`config.mk`:
```
export PLATFORM = sky130hd
export DESIGN_NAME = control_command_ack_and_adjust
export DESIGN_NICKNAME = d
export VERILOG_FILES = /design/src/verilog/cmd_ack_pkg.sv /design/src/verilog/control_command_ack_and_adjust.sv /design/src/verilog/offset_unit.sv /design/src/verilog/wb_slave_if.sv
export SDC_FILE = /design/constraint.sdc
export NUM_CORES = 1
export LEC_CHECK = 0
export BUFFER_PORTS_ARGS = -buffer_cell sky130_fd_sc_hd__buf_2
export CAP_MARGIN = 25
export CELL_PAD_IN_SITES_DETAIL_PLACEMENT = 0
export CELL_PAD_IN_SITES_GLOBAL_PLACEMENT = 1
export CORE_AREA = 2 2 203 205
export CTS_CLUSTER_DIAMETER = 150
export DETAILED_ROUTE_END_ITERATION = 16
export DIE_AREA = 0 0 205 207
export PLACE_DENSITY_LB_ADDON = 0.15
export SYNTH_ARGS = -nofsm -noshare
export SYNTH_HDL_FRONTEND = slang
export SYNTH_SLANG_ARGS = --single-unit
```
`constraint.sdc`:
```
create_clock -name clk -period 18.8 [get_ports clk]
set_clock_uncertainty 0.05 [all_clocks]
set_input_delay 0 -clock clk [delete_from_list [all_inputs] [get_ports clk]]
set_output_delay 0 -clock clk [all_outputs]
set_load 0.05 [all_outputs]
```
`src/verilog/cmd_ack_pkg.sv`:
```
package cmd_ack_pkg;

    // =========================================================
    // register map (word offsets as byte addresses)
    // =========================================================
    localparam logic [7:0] ADDR_COMMAND   = 8'h00;
    localparam logic [7:0] ADDR_ACK       = 8'h04;
    localparam logic [7:0] ADDR_ADJ_VALUE = 8'h08;
    localparam logic [7:0] ADDR_PARAM     = 8'h0c;
    localparam logic [7:0] ADDR_PRESET    = 8'h10;
    localparam logic [7:0] ADDR_STATUS    = 8'h14;
    localparam logic [7:0] ADDR_IRQ_STAT  = 8'h18;
    localparam logic [7:0] ADDR_IRQ_MASK  = 8'h1c;
    localparam logic [7:0] ADDR_POSITION  = 8'h20;
    localparam logic [7:0] ADDR_CFG_ID    = 8'h24;

    // =========================================================
    // command / acknowledge bit positions
    // =========================================================
    localparam int BIT_LASER_OFF = 0;
    localparam int BIT_LASER_ON  = 1;
    localparam int BIT_ADJUST    = 4;
    localparam int BIT_PRESET    = 5;
    localparam int BIT_CLR_PRE   = 6;
    localparam int BIT_CLR_ERR   = 7;
    localparam logic [7:0] ACK_USED_MASK = 8'hf3;

    // =========================================================
    // parameter field positions within ADDR_PARAM
    // =========================================================
    localparam int PRM_SERIAL_LSB = 0;
    localparam int PRM_QUIT_LSB   = 8;
    localparam int PRM_PINFN_BIT  = 16;
    localparam int PRM_AUTOLD_BIT = 17;

    // =========================================================
    // values and reset defaults
    // =========================================================
    localparam logic [7:0] SERIAL_POSITION  = 8'h00;
    localparam logic [7:0] SERIAL_INTENSITY = 8'h01;
    localparam logic [7:0] SERIAL_SPEED     = 8'h02;
    localparam logic [7:0] QUIT_MANUAL      = 8'h00;
    localparam logic [7:0] QUIT_AUTO        = 8'h01;
    localparam logic [7:0] CFG_ID_ADJUST    = 8'he1;
    localparam logic [7:0] CFG_ID_COMMAND   = 8'h30;
    localparam logic [31:0] ZERO32          = 32'h00000000;
    localparam logic [7:0]  ZERO8           = 8'h00;

    // irq status bit positions
    localparam int IRQ_CMD_DONE  = 0;
    localparam int IRQ_FAULT_SET = 1;

    // =========================================================
    // carriers
    // =========================================================
    typedef struct packed {
        logic [7:0]  serialSel;
        logic [7:0]  quitMode;
        logic        pinLaserSwitch;
        logic        autoLaserOff;
    } param_t;

    typedef struct packed {
        logic [31:0] adr;
        logic [31:0] dat;
        logic [3:0]  sel;
        logic        we;
        logic        cyc;
        logic        stb;
    } wb_req_t;

endpackage

```
`src/verilog/control_command_ack_and_adjust.sv`:
```
// Functional notes
// serial output source chosen by parameter, default 0: position, intensity, speed.
// 32-bit adjust value carried as one consistent double word.
// adjust command makes reported position equal the held adjust value.
// master keeps adjust value between zero and measuring length.
// adjust value may change and be triggered any time in exchange.
// adjustment module configuration identifier is 0xe1.
// command byte in, acknowledge byte out, bit-coded, one means active.
// ack bits: 0 off, 1 on, 4 adjust, 5 preset, 6 clear, 7 error.
// command bit 0 switches laser off.
// command bit 1 switches laser on.
// laser commands ignored when pin switches laser or auto-off set.
// command bit 4 adjusts position from the adjust double word.
// command bit 5 adjusts position to stored preset words.
// command bit 6 deletes offset, raw physical position reported.
// manual mode, bit 7 clears error; persisting fault sets it again.
// command module configuration identifier is 0x30.
// quit parameter default 0 manual; 1 clears error once fault gone.
// ack rises after command done, holds while set, drops on release.
//
// The Wishbone interface to the registers and the register addresses were decided locally.
module control_command_ack_and_adjust
(
    // clocking
    input  wire logic        clk,
    input  wire logic        rst,
    input  wire logic        ce,
    // wishbone slave
    input  wire logic        wbCyc,
    input  wire logic        wbStb,
    input  wire logic        wbWe,
    input  wire logic [3:0]  wbSel,
    input  wire logic [31:0] wbAdr,
    input  wire logic [31:0] wbDatIn,
    output logic      [31:0] wbDatOut,
    output logic             wbAck,
    // measurement sources
    input  wire logic [31:0] rawPosition,
    input  wire logic [31:0] intensity,
    input  wire logic [31:0] speed,
    input  wire logic        faultActive,
    // device outputs
    output logic      [31:0] serialData,
    output logic      [31:0] position,
    output logic             laserEnable,
    output logic             errorReport,
    output logic             irq
);

    // =========================================================
    // bus decode
    // =========================================================
    logic        access;
    logic [7:0]  commandOutByte;
    logic [31:0] adjustValueOutDword;
    logic [31:0] presetValue;
    logic [7:0]  ackInByte;
    logic [1:0]  irqStatus;
    logic [1:0]  irqMask;
    cmd_ack_pkg::param_t prm;

    wb_slave_if u_wb
    (
        .clk    (clk),
        .rst    (rst),
        .ce     (ce),
        .cyc    (wbCyc),
        .stb    (wbStb),
        .ack    (wbAck),
        .access (access)
    );

    wire        wrEn      = access && wbWe;
    wire [7:0]  regAdr    = wbAdr[7:0];
    wire        wrCommand = wrEn && regAdr == cmd_ack_pkg::ADDR_COMMAND;
    wire        wrAdjust  = wrEn && regAdr == cmd_ack_pkg::ADDR_ADJ_VALUE;
    wire        wrParam   = wrEn && regAdr == cmd_ack_pkg::ADDR_PARAM;
    wire        wrPreset  = wrEn && regAdr == cmd_ack_pkg::ADDR_PRESET;
    wire        wrIrqStat = wrEn && regAdr == cmd_ack_pkg::ADDR_IRQ_STAT;
    wire        wrIrqMask = wrEn && regAdr == cmd_ack_pkg::ADDR_IRQ_MASK;

    // byte-lane merge; adjust word is only updated as a whole unit
    function automatic logic [31:0] merge(input logic [31:0] old,
                                          input logic [31:0] nu,
                                          input logic [3:0]  sel);
        logic [31:0] r;
        r = old;
        for (int i = 0; i < 4; i++)
            if (sel[i])
                r[i*8 +: 8] = nu[i*8 +: 8];
        return r;
    endfunction

    wire [31:0] paramWord = {14'h0000, prm.autoLaserOff, prm.pinLaserSwitch,
                             prm.quitMode, prm.serialSel};
    wire [31:0] next_param = merge(paramWord, wbDatIn, wbSel);

    // =========================================================
    // software registers
    // =========================================================
    always_ff @(posedge clk or posedge rst)
    begin
        if (rst)
        begin
            commandOutByte      <= cmd_ack_pkg::ZERO8;
            adjustValueOutDword <= cmd_ack_pkg::ZERO32;
            presetValue         <= cmd_ack_pkg::ZERO32;
            prm.serialSel       <= cmd_ack_pkg::SERIAL_POSITION;
            prm.quitMode        <= cmd_ack_pkg::QUIT_MANUAL;
            prm.pinLaserSwitch  <= 1'b0;
            prm.autoLaserOff    <= 1'b0;
            irqMask             <= 2'h0;
        end
        else if (ce)
        begin
            if (wrCommand && wbSel[0])
                commandOutByte <= wbDatIn[7:0];
            // whole word or nothing keeps the value consistent
            if (wrAdjust && wbSel == 4'hf)
                adjustValueOutDword <= wbDatIn;
            if (wrPreset)
                presetValue <= merge(presetValue, wbDatIn, wbSel);
            if (wrParam)
            begin
                prm.serialSel      <= next_param[cmd_ack_pkg::PRM_SERIAL_LSB +: 8];
                prm.quitMode       <= next_param[cmd_ack_pkg::PRM_QUIT_LSB +: 8];
                prm.pinLaserSwitch <= next_param[cmd_ack_pkg::PRM_PINFN_BIT];
                prm.autoLaserOff   <= next_param[cmd_ack_pkg::PRM_AUTOLD_BIT];
            end
            if (wrIrqMask && wbSel[0])
                irqMask <= wbDatIn[1:0];
        end
    end

    // =========================================================
    // command execution
    // =========================================================
    // a command runs once on the rising edge of its bit
    logic [7:0] cmdSeen;
    wire  [7:0] cmdRise = commandOutByte & ~cmdSeen & cmd_ack_pkg::ACK_USED_MASK;
    wire        laserLocked = prm.pinLaserSwitch || prm.autoLaserOff;

    wire doLaserOff = cmdRise[cmd_ack_pkg::BIT_LASER_OFF] && !laserLocked;
    wire doLaserOn  = cmdRise[cmd_ack_pkg::BIT_LASER_ON] && !laserLocked;
    wire doAdjust   = cmdRise[cmd_ack_pkg::BIT_ADJUST];
    wire doPreset   = cmdRise[cmd_ack_pkg::BIT_PRESET];
    wire doClear    = cmdRise[cmd_ack_pkg::BIT_CLR_PRE];
    wire quitManual = prm.quitMode == cmd_ack_pkg::QUIT_MANUAL;
    wire doClrErr   = cmdRise[cmd_ack_pkg::BIT_CLR_ERR] && quitManual;

    // adjust wins over preset if both rise together
    wire        setTarget = doAdjust || doPreset;
    wire [31:0] target    = doAdjust ? adjustValueOutDword : presetValue;

    offset_unit u_offset
    (
        .clk         (clk),
        .rst         (rst),
        .ce          (ce),
        .setTarget   (setTarget),
        .clearOffset (doClear),
        .target      (target),
        .rawPosition (rawPosition),
        .position    (position)
    );

    // ignored laser commands are still acknowledged as seen; only the
    // laser itself is left alone
    wire [7:0] done = {doClrErr | (cmdRise[cmd_ack_pkg::BIT_CLR_ERR] & !quitManual),
                       doClear, doPreset, doAdjust, 2'b00,
                       cmdRise[cmd_ack_pkg::BIT_LASER_ON],
                       cmdRise[cmd_ack_pkg::BIT_LASER_OFF]};
    wire [7:0] next_ack = (ackInByte | done) & commandOutByte;

    always_ff @(posedge clk or posedge rst)
    begin
        if (rst)
        begin
            cmdSeen     <= cmd_ack_pkg::ZERO8;
            ackInByte   <= cmd_ack_pkg::ZERO8;
            laserEnable <= 1'b1;
        end
        else if (ce)
        begin
            cmdSeen   <= commandOutByte;
            ackInByte <= next_ack & cmd_ack_pkg::ACK_USED_MASK;
            if (doLaserOff)
                laserEnable <= 1'b0;
            else if (doLaserOn)
                laserEnable <= 1'b1;
        end
    end

    // =========================================================
    // error report
    // =========================================================
    // persisting fault keeps the report set, even in the cycle of a clear
    wire next_error = faultActive
                   || (errorReport && !doClrErr && quitManual);

    always_ff @(posedge clk or posedge rst)
    begin
        if (rst)
            errorReport <= 1'b0;
        else if (ce)
            errorReport <= next_error;
    end

    // =========================================================
    // serial content select
    // =========================================================
    always_ff @(posedge clk or posedge rst)
    begin
        if (rst)
            serialData <= cmd_ack_pkg::ZERO32;
        else if (ce)
        begin
            case (prm.serialSel)
                cmd_ack_pkg::SERIAL_INTENSITY: serialData <= intensity;
                cmd_ack_pkg::SERIAL_SPEED:     serialData <= speed;
                default:                       serialData <= position;
            endcase
        end
    end

    // =========================================================
    // interrupts
    // =========================================================
    wire [1:0] irqEvent = {next_error && !errorReport, |(next_ack & ~ackInByte)};
    wire [1:0] irqClr   = (wrIrqStat && wbSel[0]) ? wbDatIn[1:0] : 2'b00;

    // set wins over clear
    always_ff @(posedge clk or posedge rst)
    begin
        if (rst)
            irqStatus <= 2'h0;
        else if (ce)
            irqStatus <= (irqStatus & ~irqClr) | irqEvent;
    end

    assign irq = |(irqStatus & irqMask);

    // =========================================================
    // read mux
    // =========================================================
    wire [31:0] cfgIdWord = {16'h0000, cmd_ack_pkg::CFG_ID_ADJUST,
                             cmd_ack_pkg::CFG_ID_COMMAND};
    wire [31:0] statusWord = {30'h00000000, errorReport, laserEnable};
    logic [31:0] rdData;

    always_comb
    begin
        case (regAdr)
            cmd_ack_pkg::ADDR_COMMAND:   rdData = {24'h000000, commandOutByte};
            cmd_ack_pkg::ADDR_ACK:       rdData = {24'h000000, ackInByte};
            cmd_ack_pkg::ADDR_ADJ_VALUE: rdData = adjustValueOutDword;
            cmd_ack_pkg::ADDR_PARAM:     rdData = paramWord;
            cmd_ack_pkg::ADDR_PRESET:    rdData = presetValue;
            cmd_ack_pkg::ADDR_STATUS:    rdData = statusWord;
            cmd_ack_pkg::ADDR_IRQ_STAT:  rdData = {30'h00000000, irqStatus};
            cmd_ack_pkg::ADDR_IRQ_MASK:  rdData = {30'h00000000, irqMask};
            cmd_ack_pkg::ADDR_POSITION:  rdData = position;
            cmd_ack_pkg::ADDR_CFG_ID:    rdData = cfgIdWord;
            default:                     rdData = cmd_ack_pkg::ZERO32;
        endcase
    end

    always_ff @(posedge clk or posedge rst)
    begin
        if (rst)
            wbDatOut <= cmd_ack_pkg::ZERO32;
        else if (ce && access)
            wbDatOut <= rdData;
    end
endmodule // control_command_ack_and_adjust

```
`src/verilog/offset_unit.sv`:
```
module offset_unit
(
    // clocking
    input  wire logic        clk,
    input  wire logic        rst,
    input  wire logic        ce,
    // control
    input  wire logic        setTarget,
    input  wire logic        clearOffset,
    input  wire logic [31:0] target,
    // sensor
    input  wire logic [31:0] rawPosition,
    // result
    output logic      [31:0] position
);

    logic [31:0] offset;
    wire  [31:0] next_offset = target - rawPosition;

    always_ff @(posedge clk or posedge rst)
    begin
        if (rst)
            offset <= cmd_ack_pkg::ZERO32;
        else if (ce && clearOffset)
            offset <= cmd_ack_pkg::ZERO32;
        else if (ce && setTarget)
            offset <= next_offset;
    end

    // reported position follows raw position plus the held offset
    always_ff @(posedge clk or posedge rst)
    begin
        if (rst)
            position <= cmd_ack_pkg::ZERO32;
        else if (ce)
            position <= rawPosition + offset;
    end

endmodule // offset_unit

```
`src/verilog/wb_slave_if.sv`:
```
module wb_slave_if
(
    // clocking
    input  wire logic        clk,
    input  wire logic        rst,
    input  wire logic        ce,
    // wishbone request
    input  wire logic        cyc,
    input  wire logic        stb,
    // handshake
    output logic             ack,
    output logic             access
);

    // one ack per request; ack falls the cycle after it was given
    assign access = cyc && stb && !ack;

    always_ff @(posedge clk or posedge rst)
    begin
        if (rst)
            ack <= 1'b0;
        else if (ce)
            ack <= access;
    end

endmodule // wb_slave_if
```
Word-level counts from Yosys, hierarchy flattened. Cells that the tools add are included.

Add/subtract/negate cells: 2. Equal/unequal tests: 12. Mux-type cells: 8. Bitwise logic cells: 12. Reductions and logical operators: 47.

Operators by type and width (number): $pmux 32 s10 (1); $mux 32 (3); $pmux 32 s2 (1); $add 32x32->32 (1); $eq 8x5->1 const B (4); $sub 32x32->32 (1); $and 8x8->8 (3); $logic_and 1x1->1 (22); $reduce_and 3->1 (7); $eq 8x4->1 const B (2); $eq 8x6->1 const B (2); $logic_not 8->1 (2); $not 8->8 (2); $eq 8x1->1 const B (1); $eq 8x2->1 const B (1); $eq 8x3->1 const B (1); $or 8x8->8 (1); $reduce_and 2->1 (4); $reduce_or 8->1 (1); $logic_not 1->1 (5); $and 2x2->2 (2); $eq 4x4->1 const B (1); $reduce_bool 2->1 (2); $logic_or 1x1->1 (3); other kinds (7) (8).

Register bits: 239. Input port bits: 171. Logic and storage cells: 102.

Depth between registers and ports, before layout.
Depth after elaboration: 9. Mapped depth: 15.

Hierarchy. Synthesis repeated with hierarchy kept, for this count alone.

Cells, all modules: 1521. Area, all modules: 14685.3 µm².

By module, submodules not included: control_command_ack_and_adjust (instances 1, cells an instance 765, area each 8510.7 µm², seq. area each 4305.4 µm²); offset_unit (instances 1, cells an instance 750, area each 6123.4 µm², seq. area each 1601.5 µm²); wb_slave_if (instances 1, cells an instance 6, area each 51.3 µm², seq. area each 25.0 µm²).

Worst setup path after synthesis. Ideal clock, no wire load.

Kind: register to register. From: register commandOutByte[4]. To: register u_offset.offset[30]. Data arrival time: 3.118 ns. Required time: 18.628 ns. Setup slack: 15.510 ns. Cell stages (with the launch flop): 15. Path buffers: 0. Clock period less this slack: 3.290 ns. Cell sequence: dfrtp_1 > inv_1 > nor2_1 > mux2i_1 > ha_1 > inv_1 > fa_1 > a211oi_1 > nor4_1 > nor2_1 > a21o_1 > a21oi_1 > o2111a_1 > or3_1 > a32o_1.

Cells in the longest elaborated chain, start to end: 5.

RTL lines: from (decl) (RTL line control_command_ack_and_adjust.sv:54) `logic [7:0] commandOutByte;`; from (signal assigned) (RTL line control_command_ack_and_adjust.sv:105) `commandOutByte <= cmd_ack_pkg::ZERO8;`; from (signal assigned) (RTL line control_command_ack_and_adjust.sv:117) `commandOutByte <= wbDatIn[7:0];`; $and 8x8->8 * (RTL line control_command_ack_and_adjust.sv:140) `wire [7:0] cmdRise = commandOutByte & ~cmdSeen & cmd_ack_pkg::ACK_USED_MASK;`; $mux 32 (RTL line control_command_ack_and_adjust.sv:153) `wire [31:0] target = doAdjust ? adjustValueOutDword : presetValue;`; $sub 32x32->32 (RTL line offset_unit.sv:18) `wire [31:0] next_offset = target - rawPosition;`; $mux 32 (RTL line offset_unit.sv:26) `else if (ce && setTarget)`; $mux 32 (RTL line offset_unit.sv:24) `else if (ce && clearOffset)`; to (signal assigned) (RTL line offset_unit.sv:23) `offset <= cmd_ack_pkg::ZERO32;`; to (signal assigned) (RTL line offset_unit.sv:25) `offset <= cmd_ack_pkg::ZERO32;`; to (signal assigned) (RTL line offset_unit.sv:27) `offset <= next_offset;`; to (decl) (RTL line offset_unit.sv:17) `logic [31:0] offset;`.

Every way passes the cells marked *; elsewhere a longest branch is shown, timed or not. The select of a mux whose other input is x is not followed. A chain may end at the register's enable or synchronous reset.

Final worst setup path.
From: register commandOutByte[4]. To: register u_offset.offset[28].

The elaborated chain is that of the path after synthesis.

==> impl_metrics.yaml <==
synth:
  yosysWarnings: 0
  syn_nets: 1701
  synth_xor_area_frac: 0.03586
  synth_area_um2: 13920
  synth-edff-count: 0
  post_synth_num_cell_types: 75
  synth_top_area_share: 0.4242
  synthSimpleGateAreaFrac: 0.1354
  ys_top_cells_by_area: "dfrtp_1, mux2_2, nand2_1"
  netlist_instances: 1465
  yosysSeqAreaShare: 0.4260
  synth_area_per_cell_um2: 9.504
  synth_seq_cells: 237
  synth_largest_area_cell: "dfrtp_1"
  synth_flop_cell: "dfrtp_1"
  synth_top_family_by_area: "compound AO/OA/AOI/OAI gates"
  synth_mux_area_frac: 0.1000
  synth-compound-area-share: 0.2061
  synthAdderAreaFrac: 0.05949
  async_reset_ff_frac: 1.000
timing:
  hold_violations: 0
  rsz0062_at_grt: "false"
  drv_slew: 0
  finalSetupTns_ns: 0
  fin_ws_ns: 14.70
  final.min_clock_period_ns: 4.105
  worstMarginPinSlew_ns: 0.9551
  setup_viol: 0
  finalCritPeriodShare: 0.2183
  slew_headroom: 0.3618
  fmax_ghz: 0.2436
drt:
  remaining_drc_errors: 0
  first_pass_iters: 5
  via_count: 12420
  wl_per_cell_um: 20.75
  wl_mm: 48.93
  drtAntennaViolNets: 0
  first_iter_violations: 861
  routed_via_density: 5.268
cells_and_area:
  final_common_cell: "buf_2"
  mostFrequentLayoutCells: "buf_2, nand2_1, dfrtp_1"
  fin_util: 0.4423
  layout-drive-gt1-share: 0.2526
  final_area_um2: 17850
  area_growth_pct: 28.23
  nNetsFinal: 2039
floorplan:
  die_w_um: 205
  fp-row-count: 74
  core_area_um2: 40370
  dieArea_um2: 42440
  floorplan.initialDensity: 0.3449
  die_h_um: 207
  io_pins: 271
clock_tree:
  htree_levels: 1
  cts_tree: "yes"
  cts_inserted_buffers: 28
  clk_pin_slew_worst_paths_ns: 0.06
  clkLatencyLatePin_ns: 0.55
  clkSinkCount: 237
  clockBufferDepth: 3
  ctsHoldBuffers: 117
  post_cts_buffers: 0
  cts-root-buf: "clkbuf_16"
  cts-resized-gates: 0
pwr:
  peakVddDrop_v: 0.00006694
  power_mw: 1.747
  p_int_mw: 1.086
  leakagePower_nw: 8.644
  power_frac_seq: 0.372
  combPwrFrac: 0.301
  switching_share: 0.3784
  power_density_nw_per_um2: 97.87
  clkPwrFrac: 0.326
  netSwitchingPower_uw: 661.3
worst_setup_path:
  cp.buffers_inverters: 2
  critPathArrivalTime_ns: 4.48
  reg2reg_slack_ns: 14.70
  crit_path_max_incr_delay_ns: 0.56
  slowest_stage: "mux2i_1"
  path_delay_family: "compound AO/OA/AOI/OAI gates"
  crit_fanout: 4
  crit_chain: "inv_1, nor2_2, mux2i_1, ha_1, inv_1, fa_1, a211oi_1, nor4_1, nor2_1, nand2_1, a41oi_1, o41ai_1, xor2_1, a22o_1"
  crit_required_ns: 19.18
  cp-end-kind: "flop"
  cp_common_cell: "inv_1"
  crit_type: "reg2reg"
  startpoint_type: "flop"
grt:
  grt_max_degree: 123
  globalRouteMet3Util: 0.02549
  grt_pass1_vias: 12250
  grt_pass1_wl_mm: 74.75
  met1_usage: 0.3401
  track_usage: 0.2276
  grt_overflow: 0
  grt_busiest_layer: "met2"
  antenna_found_initial: 2
  use_met2: 0.3523
placed_design:
  gp_congestion: 0.8892
  hpwl_mm: 36.03
  post_dp_cell_area_um2: 15700
  port_buffers: 246
  pre_cts_ws_ns: 14.73
worst_hold_path:
  hold_path.class: "in2reg"
status:
  outcome: "finished clean"
job:
  drv_cap: 0
path summary, 6_finish.rpt:
| kind | startpoint | end | cells after the start |
|---|---|---|---|
| worst min register to register | wbDatOut[22]$_DFFE_PP0P_ | wbDatOut[22]$_DFFE_PP0P_ | 2 |
| worst max register to register | commandOutByte[4]$_DFFE_PP0P_ | u_offset.offset[28]$_DFFE_PP0P_ | 14 |
| worst min-delay path | rawPosition[7] | u_offset.position[8]$_DFFE_PP0P_ | 5 |
| min in group asynchronous | rst | serialData[25]$_DFFE_PP0P_ | 3 |
| max in group asynchronous | rst | u_offset.offset[16]$_DFFE_PP0P_ | 4 |
| worst max-delay path | commandOutByte[4]$_DFFE_PP0P_ | u_offset.offset[28]$_DFFE_PP0P_ | 14 |
power groups by stage:
stage	Sequential [mW]	Clock, mW	Combinational [mW]
2_1_floorplan	0.810	0	0.193
3_5_place_dp	0.659	0	0.513
3_3_place_gp	0.658	0	0.509
5_1_grt	0.659	0.606	0.564
6_report	0.651	0.570	0.526
4_1_cts	0.650	0.584	0.528
cell usage after synthesis (3+ instances only):
master / number
nor3_1: 7
nor2_1: 87
or2_2: 4
a31oi_1: 41
o211ai_1: 13
a31o_2: 4
buf_2: 11
o21a_1: 10
nor2_2: 3
inv_1: 57
nand4_1: 9
dfrtp_1: 236
xnor2_1: 32
nand2_1: 240
o31ai_1: 8
nor3b_1: 4
o22ai_1: 3
nand2b_1: 6
buf_1: 3
ha_1: 63
a22o_1: 52
a211oi_1: 6
nor2b_1: 9
a41oi_1: 3
o21ai_0: 76
clkbuf_1: 59
xor2_1: 25
a221oi_1: 17
o41ai_1: 3
a21o_1: 30
o21bai_1: 4
nand3_2: 3
a22oi_1: 33
and2_1: 3
a221o_1: 4
mux2_2: 114
a21oi_1: 87
nand3_1: 22
nor4_1: 5
or3_1: 4
and3_1: 13
mux2i_1: 6
through the flow:
step                      hold slack (ns)  std cells
after CTS                        0.001430       2356
after detailed placement           0.1876       2187
final                             0.02595       2358
after floorplan                   0.06684       1465
after global routing              0.05480       2358
after global placement             0.1856       2187
kinds of logic after synthesis:
group,count (synthesis)
XOR/XNOR,57
multiplexers,123
buffers and inverters,132
AO/OA/AOI/OAI,421
AND/OR/NAND/NOR,430
flip-flops,237
adder cells (fa/ha/maj),65
layout make-up:
class	instances	area [um^2]
fill	4032	22510
clock buffer	39	833.3
antenna	1	2.502
clock inverter	13	145.1
tap	532	665.6
inverter	57	221.5
multi-input combinational	1096	7500
sequential	237	5932
timing repair buffer	383	2555
tightest hold or removal path, cell delays in order:
cell and delay, ns:
buf_2 0.11, ha_1 0.16, a21oi_1 0.05, xnor2_1 0.12, mux2_2 0.13
sequential cells by signal, summed over array words and instances, names as in the netlist:
signal / count
ackInByte: 6
u_offset.position: 32
presetValue: 32
laserEnable: 1
cmdSeen: 6
adjustValueOutDword: 32
u_offset.offset: 32
commandOutByte: 8
paramWord: 18
wbDatOut: 32
serialData: 32
irqStatus: 2
irqMask: 2
errorReport: 1
u_wb.ack: 1
metal layers:
layer | vias to the layer above | share of wire | routed length [um]
li1 | 5984 | - | -
met1 | 6044 | 0.49 | 23740
met2 | 352 | 0.45 | 21850
met3 | 42 | 0.051 | 2503
met4 | 0 | 0.017 | 841
met5 | - | 0 | 0
No activity file was read; power rests on OpenSTA's default activity.
